[src/shared/twm_pkg.sv]
// Purpose: Constants and types shared by the two-wire master and its line filter
// Assumes: 10 MHz system clock, standard-mode bit rate on the serial link
// Notes:   All timing counts are derived from times held in their own units
`default_nettype none

package twm_pkg;

	// ----------------------------------------------------------------
	// Timing
	// ----------------------------------------------------------------
	localparam int CLK_PERIOD_NS = 100;
	localparam int SCL_PERIOD_NS = 10000;
	// Quarter of a bit period, rounded down so the bus never runs slow
	localparam int QUARTER_CYC = SCL_PERIOD_NS / 4 / CLK_PERIOD_NS;
	localparam logic [7:0] QCNT_LAST = 8'(QUARTER_CYC - 1);
	// Longest pulse the line filter must swallow
	localparam int GLITCH_NS = 50;
	localparam int GLITCH_CYC = (GLITCH_NS + CLK_PERIOD_NS - 1) / CLK_PERIOD_NS;
	// Memory internal write time, a least time so rounded up
	localparam int WRITE_CYCLE_NS = 5000000;
	localparam int WRITE_CYCLE_CYC = (WRITE_CYCLE_NS + CLK_PERIOD_NS - 1) / CLK_PERIOD_NS;

	// ----------------------------------------------------------------
	// Byte framing
	// ----------------------------------------------------------------
	localparam logic [3:0] MEM_SEL_TAG = 4'hA;
	localparam logic [3:0] ACK_SLOT = 4'h8;
	localparam logic [1:0] PH_LAST = 2'h3;
	localparam logic [7:0] RD_RELEASE = 8'hFF;

	// Caller commands
	typedef enum logic [2:0] {
		CMD_START = 3'b000,
		CMD_STOP = 3'b001,
		CMD_WRITE = 3'b010,
		CMD_READ = 3'b011,
		CMD_SEL_WR = 3'b100,
		CMD_SEL_RD = 3'b101
	} cmd_t;

	// Bus sequencer states
	typedef enum logic [1:0] {
		ST_IDLE = 2'b00,
		ST_START = 2'b01,
		ST_BIT = 2'b10,
		ST_STOP = 2'b11
	} state_t;

endpackage

`default_nettype wire

[src/shared/line_if.sv]
// Purpose: Carries the raw and filtered levels of the two bus lines
// Assumes: Bit 1 is the clock line, bit 0 the data line
// Notes:   Used only between the master and its filter
`default_nettype none

interface line_if;
	logic [1:0] raw;
	logic [1:0] clean;
	modport filt (input raw, output clean);
	modport user (output raw, input clean);
endinterface

`default_nettype wire

[src/core/twm_master.sv]
// Purpose: Two-wire bus master: start, repeated start, stop, byte write and read
// Assumes: Caller sequences commands; lines are open-drain with pull-ups
// Notes:   Device-select bytes for the serial memory are built here
//
// Summary of operation
// - The block only ever acts as bus master, never as a slave.
// - Bus counts as idle while clock and data lines are both high.
// - A start requested while idle issues a start condition.
// - Bus counts as busy from a start until a stop; the clock line is held low between commands.
// - A stop requested while busy generates a stop and frees the bus.
// - A start requested while busy gives a repeated start, no stop first.
// - Both lines are pulled low or released; pull-ups make the high level.
// - Pulses on either line shorter than 50 ns are ignored.
// - Any of 128 slave addresses can be sent as a raw byte.
// - Memory select byte carries 1010 then the three chip address bits.
// - Select byte direction bit is 1 for read, 0 for write.
// - Each eight-bit byte is followed by an acknowledge bit.
// - Memory write runs start, select, high, low address, data, stop.
// - After a memory write and stop, wait about 5 ms before reuse.
// - Random read: write select, address, repeated start, read select, data.
`default_nettype none

module twm_master
	import twm_pkg::*;
#(
	parameter int unsigned WR_HOLD_CYC = WRITE_CYCLE_CYC
) (
	// Clock and reset
	input wire logic sys_clk,
	input wire logic rstn,
	// Command port
	input wire logic cmd_valid,
	input wire logic [2:0] cmd_code,
	input wire logic [7:0] cmd_data,
	input wire logic [2:0] cmd_chip,
	input wire logic cmd_ack_bit,
	output logic cmd_ready,
	output logic done,
	output logic nack,
	output logic [7:0] rd_data,
	// Status
	output logic bus_idle,
	output logic wr_busy,
	// Clock line
	input wire logic scl_in,
	output logic scl_out,
	output logic scl_oe_n,
	// Data line
	input wire logic sda_in,
	output logic sda_out,
	output logic sda_oe_n
);

	localparam int WH_W = $clog2(WR_HOLD_CYC + 1);

	state_t state_q, state_d;
	logic [1:0] phase_q, phase_d;
	logic [7:0] qcnt_q, qcnt_d;
	logic [3:0] bit_q, bit_d;
	logic [7:0] sh_q, sh_d;
	logic rd_q, rd_d, ackbit_q, ackbit_d, ackv_q, ackv_d;
	logic busy_q, busy_d, wrsel_q, wrsel_d;
	logic scl_oe_n_q, scl_oe_n_d, sda_oe_n_q, sda_oe_n_d;
	logic done_q, done_d, nack_q, nack_d, ready_q, ready_d, idle_q, idle_d;
	logic [7:0] rd_data_q, rd_data_d;
	logic [WH_W-1:0] wh_q, wh_d;
	logic wrb_q, wrb_d;
	logic tick, scl_c, sda_c, idle_c, take, byte_c;
	cmd_t cmd;

	line_if lines ();

	// ----------------------------------------------------------------
	// Input filtering
	// ----------------------------------------------------------------
	assign lines.raw = {scl_in, sda_in};
	line_filter u_filter (
		.sys_clk(sys_clk),
		.rstn(rstn),
		.lines(lines.filt)
	);
	assign scl_c = lines.clean[1];
	assign sda_c = lines.clean[0];
	assign idle_c = scl_c & sda_c;
	assign tick = (state_q != ST_IDLE) && (qcnt_q == QCNT_LAST);
	assign take = cmd_valid && ready_q;
	assign cmd = cmd_t'(cmd_code);
	assign byte_c = (cmd == CMD_WRITE) || (cmd == CMD_READ) || (cmd == CMD_SEL_WR) ||
		(cmd == CMD_SEL_RD);

	// ----------------------------------------------------------------
	// Sequencer
	// ----------------------------------------------------------------
	// Actions happen at the end of each quarter bit; phase 2 waits on a
	// released clock line so a slave holding it low stretches the bit
	always_comb begin
		state_d = state_q;
		phase_d = phase_q;
		bit_d = bit_q;
		sh_d = sh_q;
		rd_d = rd_q;
		ackbit_d = ackbit_q;
		ackv_d = ackv_q;
		busy_d = busy_q;
		wrsel_d = wrsel_q;
		scl_oe_n_d = scl_oe_n_q;
		sda_oe_n_d = sda_oe_n_q;
		done_d = 1'b0;
		nack_d = nack_q;
		rd_data_d = rd_data_q;
		wh_d = (wh_q != '0) ? wh_q - 1'b1 : wh_q;
		qcnt_d = (state_q == ST_IDLE || tick) ? 8'h00 : qcnt_q + 8'h01;
		unique case (state_q)
			ST_IDLE: begin
				if (take) begin
					phase_d = 2'h0;
					bit_d = 4'h0;
					unique case (cmd)
						CMD_START: state_d = ST_START;
						CMD_STOP: begin
							if (busy_q) begin
								state_d = ST_STOP;
							end else begin
								done_d = 1'b1;
							end
						end
						CMD_WRITE, CMD_SEL_WR, CMD_SEL_RD: begin
							// Raw bytes reach any 7-bit slave address
							sh_d = cmd_data;
							if (cmd == CMD_SEL_WR) begin
								sh_d = {MEM_SEL_TAG, cmd_chip, 1'b0};
							end
							if (cmd == CMD_SEL_RD) begin
								sh_d = {MEM_SEL_TAG, cmd_chip, 1'b1};
							end
							wrsel_d = wrsel_q | (cmd == CMD_SEL_WR);
							rd_d = 1'b0;
						end
						CMD_READ: begin
							sh_d = RD_RELEASE;
							rd_d = 1'b1;
							ackbit_d = cmd_ack_bit;
						end
						default: done_d = 1'b1;
					endcase
					// Byte moves are refused outside a transaction
					if (byte_c && !busy_q) begin
						state_d = ST_IDLE;
						done_d = 1'b1;
						nack_d = 1'b1;
						wrsel_d = wrsel_q;
					end else if (byte_c) begin
						// Byte moves inside a transaction start clocking out the byte
						state_d = ST_BIT;
					end
				end
			end
			ST_START: begin
				if (tick) begin
					phase_d = phase_q + 2'h1;
					unique case (phase_q)
						2'h0: begin
							sda_oe_n_d = 1'b1;
							// A fresh start waits for a truly idle bus
							if (!busy_q && !idle_c) begin
								phase_d = phase_q;
							end
						end
						2'h1: scl_oe_n_d = 1'b1;
						2'h2: begin
							if (scl_c) begin
								sda_oe_n_d = 1'b0;
							end else begin
								phase_d = phase_q;
							end
						end
						PH_LAST: begin
							scl_oe_n_d = 1'b0;
							if (!busy_q) begin
								wrsel_d = 1'b0;
							end
							busy_d = 1'b1;
							done_d = 1'b1;
							nack_d = 1'b0;
							state_d = ST_IDLE;
						end
					endcase
				end
			end
			ST_BIT: begin
				if (tick) begin
					phase_d = phase_q + 2'h1;
					unique case (phase_q)
						2'h0: begin
							if (bit_q == ACK_SLOT) begin
								sda_oe_n_d = rd_q ? ackbit_q : 1'b1;
							end else begin
								sda_oe_n_d = sh_q[7];
							end
						end
						2'h1: scl_oe_n_d = 1'b1;
						2'h2: begin
							if (!scl_c) begin
								phase_d = phase_q;
							end else if (bit_q == ACK_SLOT) begin
								ackv_d = sda_c;
							end else begin
								sh_d = {sh_q[6:0], sda_c};
							end
						end
						PH_LAST: begin
							scl_oe_n_d = 1'b0;
							bit_d = bit_q + 4'h1;
							if (bit_q == ACK_SLOT) begin
								done_d = 1'b1;
								nack_d = rd_q ? 1'b0 : ackv_q;
								rd_data_d = sh_q;
								state_d = ST_IDLE;
							end
						end
					endcase
				end
			end
			ST_STOP: begin
				if (tick) begin
					phase_d = phase_q + 2'h1;
					unique case (phase_q)
						2'h0: sda_oe_n_d = 1'b0;
						2'h1: scl_oe_n_d = 1'b1;
						2'h2: begin
							if (scl_c) begin
								sda_oe_n_d = 1'b1;
							end else begin
								phase_d = phase_q;
							end
						end
						PH_LAST: begin
							busy_d = 1'b0;
							done_d = 1'b1;
							nack_d = 1'b0;
							state_d = ST_IDLE;
							// Memory is deaf during its internal write
							if (wrsel_q) begin
								wh_d = WH_W'(WR_HOLD_CYC);
							end
							wrsel_d = 1'b0;
						end
					endcase
				end
			end
		endcase
		ready_d = (state_d == ST_IDLE) && (wh_d == '0) && !take;
		idle_d = idle_c && !busy_d;
		// Registered so the status pin comes straight from a flop
		wrb_d = (wh_d != '0);
	end

	// Register every next value; lines released at reset
	always_ff @(posedge sys_clk or negedge rstn) begin
		if (!rstn) begin
			state_q <= ST_IDLE;
			phase_q <= 2'h0;
			qcnt_q <= 8'h00;
			bit_q <= 4'h0;
			sh_q <= 8'h00;
			rd_q <= 1'b0;
			ackbit_q <= 1'b1;
			ackv_q <= 1'b1;
			busy_q <= 1'b0;
			wrsel_q <= 1'b0;
			scl_oe_n_q <= 1'b1;
			sda_oe_n_q <= 1'b1;
			done_q <= 1'b0;
			nack_q <= 1'b0;
			rd_data_q <= 8'h00;
			ready_q <= 1'b0;
			idle_q <= 1'b0;
			wh_q <= '0;
			wrb_q <= 1'b0;
		end else begin
			state_q <= state_d;
			phase_q <= phase_d;
			qcnt_q <= qcnt_d;
			bit_q <= bit_d;
			sh_q <= sh_d;
			rd_q <= rd_d;
			ackbit_q <= ackbit_d;
			ackv_q <= ackv_d;
			busy_q <= busy_d;
			wrsel_q <= wrsel_d;
			scl_oe_n_q <= scl_oe_n_d;
			sda_oe_n_q <= sda_oe_n_d;
			done_q <= done_d;
			nack_q <= nack_d;
			rd_data_q <= rd_data_d;
			ready_q <= ready_d;
			idle_q <= idle_d;
			wh_q <= wh_d;
			wrb_q <= wrb_d;
		end
	end

	// ----------------------------------------------------------------
	// Outputs
	// ----------------------------------------------------------------
	// Open drain: output level stays low, only the enables move
	assign scl_out = 1'b0;
	assign sda_out = 1'b0;
	assign scl_oe_n = scl_oe_n_q;
	assign sda_oe_n = sda_oe_n_q;
	assign cmd_ready = ready_q;
	assign done = done_q;
	assign nack = nack_q;
	assign rd_data = rd_data_q;
	assign bus_idle = idle_q;
	assign wr_busy = wrb_q;
endmodule // twm_master

`default_nettype wire

[src/core/line_filter.sv]
// Purpose: Synchronise and de-glitch the bus line inputs
// Assumes: Lines idle high through external pull-ups
// Notes:   A level is taken once two successive synchronised samples agree
`default_nettype none

module line_filter
	import twm_pkg::*;
(
	// Clock and reset
	input wire logic sys_clk,
	input wire logic rstn,
	// Lines
	line_if.filt lines
);

	logic [1:0] s1_q, s2_q, s3_q, clean_q, clean_d;

	// ----------------------------------------------------------------
	// Agreement filter
	// ----------------------------------------------------------------
	// Hold the old level until stages two and three agree
	always_comb begin
		clean_d = (s2_q & s3_q) | (clean_q & (s2_q | s3_q));
	end

	// Three-stage chain; first stage feeds only the second
	always_ff @(posedge sys_clk or negedge rstn) begin
		if (!rstn) begin
			s1_q <= 2'h3;
			s2_q <= 2'h3;
			s3_q <= 2'h3;
			clean_q <= 2'h3;
		end else begin
			s1_q <= lines.raw;
			s2_q <= s1_q;
			s3_q <= s2_q;
			clean_q <= clean_d;
		end
	end

	assign lines.clean = clean_q;
endmodule // line_filter

`default_nettype wire

[config.mk]
export PLATFORM = sky130hd
export DESIGN_NAME = twm_master
export DESIGN_NICKNAME = d
export VERILOG_FILES = /design/src/shared/twm_pkg.sv /design/src/shared/line_if.sv /design/src/core/twm_master.sv /design/src/core/line_filter.sv
export SDC_FILE = /design/constraint.sdc
export NUM_CORES = 1
export LEC_CHECK = 0
export BUFFER_PORTS_ARGS = -buffer_cell sky130_fd_sc_hd__buf_2
export CAP_MARGIN = 20
export CORE_UTILIZATION = 30
export DETAILED_ROUTE_END_ITERATION = 8
export PLACE_DENSITY = 0.46
export SYNTH_ARGS = -nofsm -noshare
export SYNTH_HDL_FRONTEND = slang
export SYNTH_SLANG_ARGS = --single-unit
[constraint.sdc]
create_clock -name sys_clk -period 2.7 [get_ports sys_clk]
set_input_delay 0.27 -clock sys_clk [delete_from_list [all_inputs] [get_ports sys_clk]]
set_output_delay 0.27 -clock sys_clk [all_outputs]
set_load 0.01 [all_outputs]
==> flow_summary.json, run 1 <==
{
  "fin_cells": 615,
  "die_x_um": 114,
  "ys_seq_area_share_pct": 45.8,
  "coreArea_um2": 12100,
  "ys_seq_elements": 68,
  "netlist_instances": 394,
  "max-vdd-ir-drop_mv": 0.329,
  "grt_pass1_vias": 3036,
  "synth_most_common_cell": "dfrtp_1",
  "finalCriticalPeriod_ns": 2.61,
  "vias_per_cell": 4.94,
  "die-area_um2": 13000,
  "fin_crit_sh_pct": 96.5,
  "synthArstFlopShare_pct": 100,
  "leakage_nw": 2.12,
  "dr.pass1.iters": 4,
  "cts_made_buffers": 9,
  "die_y_um": 114,
  "max_freq_mhz": 384,
  "ys_warn_count": 0,
  "n_antenna_cell": 0,
  "cts-htree-levels": 3,
  "netlist.area_leader.share_pct": 37.4,
  "maxCapViolCount": 0,
  "worstSetupPathType": "register to register",
  "yosysTopAreaCell": "dfrtp_1",
  "syn_area_per_cell_um2": 9.52,
  "final_nets": 476,
  "wirelength_mm": 9.16,
  "drive_gt1_share_pct": 24.8,
  "post_cts.repair.setup_buffers": 0,
  "gr-usage-all-layers_pct": 15.6,
  "endpoint_kind": "register",
  "netlist_area_um2": 3750,
  "cts_tree": "built",
  "status": "complete, no violations",
  "crit_fanout": 4,
  "cts_sinks": 68,
  "crit_arrival_ns": 2.81,
  "dr.first_iter.drc_count": 108,
  "gp_congestion": 0.896,
  "slew_headroom_pct": 61.2,
  "area_growth_pct": 21.8,
  "dp_hpwl_mm": 6.69,
  "antenna_found_initial": 0,
  "cts-root-buf": "clkbuf_16",
  "synth-main-ff-cell": "dfrtp_1",
  "via_count": 3040,
  "yosys-top-cells-area": "dfrtp_1 (37%), dfstp_2 (8.4%), ha_1 (4.7%)",
  "r2r_cells": 5,
  "tns_ns": 0,
  "rsz0062_at_grt": "false",
  "clk_pin_slew_worst_paths_ns": 0.06,
  "portBuffers": 34,
  "drv_slew": 0,
  "grt_max_degree": 26,
  "setup_viol": 0,
  "synthTopCellsByCount": "dfrtp_1 (56), nor2_1 (34), o21ai_0 (30)",
  "placementRows": 40,
  "grt_overflow": 0,
  "antenna_left": 0,
  "dp.cells": 598,
  "holdCritPathClass": "input port to register",
  "post_drt_wl_per_cell_um": 14.9,
  "hold_viol_final": 0,
  "clock_skew_ns": 0.00895,
  "power.density_nw_per_um2": 717,
  "tightest_slew_ns": 0.574,
  "insertion_delay_ns": 0.34,
  "ios": 37,
  "synth_edf_count": 0,
  "initial_core_util_pct": 31.0,
  "ys_types": 58,
  "hold_depth": 1,
  "clockBufferDepth": 2,
  "crit_path_start_kind": "register",
  "drc": 0,
  "worstPathRequired_ns": 2.90,
  "grt_pass1_wl_mm": 15.5,
  "total_power_w": 0.00327,
  "final_util_pct": 37.7
}
==> power by group <==
group          switching [W]  internal, W  total [W]  leakage, nW
Combinational       0.000356     0.000284   0.000640         1.09
Sequential          0.000105      0.00116    0.00127        0.876
Clock               0.000463     0.000904    0.00137        0.159
Total               0.000924      0.00235    0.00327         2.12
==> worst max-delay path: stages, from the launching register on <==
cell,delay (ns)
dfrtp_1,0.41
or4_4,0.58
nor4_2,0.32
o211ai_1,0.16
or4_4,0.54
or4_1,0.48
==> cell families (layout without fill, tap and decap cells) <==
logic type	after synthesis	after routing	share of synthesized area (%)
compound gates	85	85	13.6
fa+ha+maj	16	16	5.21
buf+inv	37	89	4.27
other cells	1	2	0.100
xor+xnor	13	13	3.04
mux	19	19	5.57
simple gates	155	155	22.4
flops	68	68	45.8
==> state kept, by name, summed over array words and instances (netlist names), 2 cells and up <==
name                  count
qcnt_q                    8
wh_q                     16
state_q                   2
u_filter.s1_q             2
sh_q                      8
u_filter.lines.clean      2
u_filter.s3_q             2
phase_q                   2
u_filter.s2_q             2
bit_q                     4
rd_data                   8
==> final cells by class <==
cell class                      count  area [µm²]
Fill cell                        1270        7540
Multi-Input combinational cell    290        1890
Sequential cell                    68        1720
Timing Repair Buffer               57         345
Clock buffer                       10         229
Tap cell                          168         210
Clock inverter                      6         114
Inverter                           16        60.1
==> routing by layer <==
metal	routed length (µm)	up-vias	global-route usage (%)
li1	-	1505	-
met1	4440	1458	21.0
met2	4180	58	23.8
met3	280	19	2.71
met4	258	0	8.48
met5	0	-	0
==> worst paths after layout <==
| kind | from | endpoint | slack (ns) |
|---|---|---|---|
| worst max-delay path | wh_q[10]$_DFF_PN0_ | wr_busy$_DFF_PN0_ | 0.09 |
| worst min-delay path | scl_in | u_filter.s1_q[1]$_DFF_PN1_ | 0.03 |
| worst max register to register | wh_q[10]$_DFF_PN0_ | wr_busy$_DFF_PN0_ | 0.09 |
| worst min register to register | u_filter.s1_q[0]$_DFF_PN1_ | u_filter.s2_q[0]$_DFF_PN1_ | 0.36 |
| max in group asynchronous | rstn | ackbit_q$_DFFE_PN1P_ | 1.52 |
| min in group asynchronous | rstn | qcnt_q[5]$_DFF_PN0_ | 0.43 |
==> cell usage in the layout (no fill, tap or decap), types with 3 or more instances in the layout <==
master	count
bufinv_16	3
nand3_1	18
clkbuf_16	9
buf_2	34
xnor2_1	7
a2111oi_0	4
nor3_1	11
and3_1	8
mux2i_1	4
nor4b_1	4
o211ai_1	3
and2_1	5
buf_4	22
mux2_2	15
or3_1	5
inv_1	14
o21ai_0	30
nand2_1	29
nand4_1	5
xor2_1	6
o31a_1	4
nand2b_1	4
ha_1	13
a21oi_1	26
dfstp_2	12
o22ai_1	4
nor4_1	3
nor2_1	34
dfrtp_1	56
nor2b_1	7
==> through the flow <==
stage / hold WS, ns / instance area, µm² / setup WS [ns]
after CTS: 0.0178 / 4550 / 0.0772
after global routing: 0.0224 / 4570 / 0.000312
after detailed placement: 0.266 / 4200 / 0.104
after global placement: 0.267 / 4200 / 0.163
final: 0.0285 / 4570 / 0.0943
after floorplan: -0.0256 / 3750 / 0.135
==> repair_timing <==
item / CTS / global route
hold endpoints to repair: 19 / 0
hold buffers: 1 / 0
resized for setup: 0 / 5
setup endpoints to repair: 0 / 1
(Power assumes the default switching activity.)
==> inputs of run 2 (changes only) <==
--- a/config.mk
+++ b/config.mk
@@ -9,7 +9,7 @@
 export CAP_MARGIN = 20
 export CORE_UTILIZATION = 30
 export DETAILED_ROUTE_END_ITERATION = 8
-export PLACE_DENSITY = 0.46
+export PLACE_DENSITY = 0.44
 export SYNTH_ARGS = -nofsm -noshare
 export SYNTH_HDL_FRONTEND = slang
 export SYNTH_SLANG_ARGS = --single-unit
==> constraint.sdc (replaced) <==
create_clock -name sys_clk -period 3 [get_ports sys_clk]
set_input_delay 0.3 -clock sys_clk [delete_from_list [all_inputs] [get_ports sys_clk]]
set_output_delay 0.3 -clock sys_clk [all_outputs]
set_load 0.01 [all_outputs]
==> run 2 against run 1 <==
  * Sequential power decreased by 10%
  * Critical endpoint unchanged
  * Highest routed layer unchanged
  * Largest power group is now sequential cells
  * Clock skew increased by 0.00064 ns
  * Largest cell class unchanged
  * Sequential share of layout area increased by 0.87 points
  * Via count decreased by 2.6%
  * Power decreased by 13%
  * Wire length decreased by 1.4%
  * Setup slack improved by 0.19 ns
  * Critical path depth increased by 2
  * Cell area decreased by 2.3%
  * Maximum frequency decreased by 4.0%
  * Core utilization decreased by 0.86 points
==> flow_summary.json, run 2 (same netlist as run 1, synthesis figures left out) <==
{
  "grt_pass1_wl_mm": 15.0,
  "holdBufCountCts": 1,
  "grt_pass1_vias": 2898,
  "combinationalPowerShare_pct": 20.2,
  "cts_tree": "built",
  "antenna_found_initial": 0,
  "power_frac_seq_pct": 40.1,
  "initial_core_util_pct": 31.0,
  "crit_buf_inv": 1,
  "cts-root-buf": "clkbuf_16",
  "multi_input_area_um2": 1880,
  "crit_path_frequent_cell": "or4_1",
  "crit_path_max_incr_delay_ns": 0.56,
  "swShare_pct": 28.8,
  "status": "complete, no violations",
  "worstSetupPathType": "register to register",
  "max-vdd-ir-drop_mv": 0.226,
  "dr.pass1.iters": 4,
  "fin_crit_sh_pct": 90.5,
  "clockBufferDepth": 2,
  "finalCriticalPeriod_ns": 2.72,
  "r2r-end": "wr_busy$_DFF_PN0_",
  "die_x_um": 114,
  "maxCapViolCount": 0,
  "endpoint_kind": "register",
  "insertion_delay_ns": 0.34,
  "area_growth_pct": 19.1,
  "power_switching_w": 0.000821,
  "min_to": "u_filter.s1_q[1]$_DFF_PN1_",
  "cts_sinks": 68,
  "wirelength_mm": 9.03,
  "hold_viol_final": 0,
  "max_freq_mhz": 368,
  "largest_register_ffs": 16,
  "p_int_w": 0.00203,
  "reg2reg_slack_ns": 0.28,
  "seqCellArea_um2": 1720,
  "place_ws_ns": 0.287,
  "die_y_um": 114,
  "power.density_nw_per_um2": 639,
  "gr-usage-all-layers_pct": 15.2,
  "leakage_nw": 2.08,
  "coreArea_um2": 12100,
  "tightest_slew_ns": 0.674,
  "gp_congestion": 0.821,
  "dp_hpwl_mm": 6.32,
  "rsz0062_at_grt": "false",
  "r2r_cells": 7,
  "portBuffers": 34,
  "drc": 0,
  "mostFrequentLayoutCells": "dfrtp_1 (56), nor2_1 (34), buf_2 (34)",
  "tns_ns": 0,
  "cts_resized": 0,
  "fin_cells": 605,
  "n_antenna_cell": 0,
  "slew_headroom_pct": 54.5,
  "post_cts.repair.setup_buffers": 0,
  "die-area_um2": 13000,
  "crit_path_start_kind": "register",
  "layout_commonest_cell": "dfrtp_1",
  "dp.cells": 588,
  "crit_arrival_ns": 2.92,
  "antenna_left": 0,
  "clock_skew_ns": 0.00959,
  "drive_gt1_share_pct": 22.0,
  "crit_fanout": 7,
  "cp_top_family": "simple AND/OR/NAND/NOR gates",
  "crit_chain": "inv_1, ha_1, or3b_1, o31ai_1, o211ai_1, or4_1, or4_1",
  "post_drt_wl_per_cell_um": 14.9,
  "vias_per_cell": 4.89,
  "r2r-start": "wh_q[0]$_DFF_PN0_",
  "grt_overflow": 0,
  "placementRows": 40,
  "nFillCells": 1241,
  "final_nets": 466,
  "worst_slack_ns": 0.284,
  "final_util_pct": 36.9,
  "setup_viol": 0,
  "ios": 37,
  "grt_max_degree": 69,
  "clkPwrFrac_pct": 39.7,
  "total_power_w": 0.00285,
  "holdCritPathClass": "input port to register",
  "largest-register": "wh_q",
  "cts-htree-levels": 3,
  "min_from": "scl_in",
  "drv_slew": 0,
  "hold_depth": 1,
  "clk_pin_slew_worst_paths_ns": 0.06,
  "dr.first_iter.drc_count": 141,
  "cts_made_buffers": 9,
  "worstPathRequired_ns": 3.20,
  "via_count": 2960,
  "cp_slowest_cell": "or4_1"
}
-- run 2: changes by cell type in the layout (fill, tap and decap cells not counted), sizes merged --
| cell | change |
|---|---|
| clkinv | +1 |
| buf | -10 |
| bufinv | -1 |
-- run 2: how the worst max path moves through the flow --
stage	from	to	slack, ns	depth (start not counted)
floorplan	wh_q[0]$_DFF_PN0_	wr_busy$_DFF_PN0_	0.43	8
global placement	wh_q[0]$_DFF_PN0_	wr_busy$_DFF_PN0_	0.37	7
detailed placement	wh_q[0]$_DFF_PN0_	wr_busy$_DFF_PN0_	0.29	7
CTS	wh_q[0]$_DFF_PN0_	wr_busy$_DFF_PN0_	0.29	7
global route	wh_q[0]$_DFF_PN0_	wr_busy$_DFF_PN0_	0.09	7
finish	wh_q[0]$_DFF_PN0_	wr_busy$_DFF_PN0_	0.28	7
-- run 2: final cells by class --
class / count / share of cell area, %
Multi-Input combinational cell: 290 / 42.0
Sequential cell: 68 / 38.5
Inverter: 16 / 1.35
Clock buffer: 10 / 5.13
Timing Repair Buffer: 47 / 6.33
Tap cell: 168 / 4.71
Clock inverter: 6 / 1.99
-- run 2: per-stage QoR --
stage          hold WS (ns)  area [µm²]
2_1_floorplan       0.00441        3750
3_3_place_gp          0.347        4140
3_5_place_dp          0.349        4140
4_1_cts              0.0391        4460
5_1_grt              0.0423        4460
6_report             0.0547        4460
-- run 2: power groups by stage --
stage               registers, W  logic [W]  clock network (W)
global route             0.00116   0.000664            0.00120
detailed placement       0.00116   0.000580                  0
CTS                      0.00115   0.000585            0.00117
global placement         0.00116   0.000581                  0
finish                   0.00114   0.000576            0.00113
floorplan                0.00114   0.000381                  0
-- run 2: metal layers --
layer | vias to the layer above | routed length (µm) | GRT usage (%)
met5 | - | 0 | 0
met4 | 0 | 173 | 7.53
met3 | 12 | 304 | 2.92
met2 | 57 | 4050 | 23.3
met1 | 1418 | 4510 | 20.5
li1 | 1473 | - | -
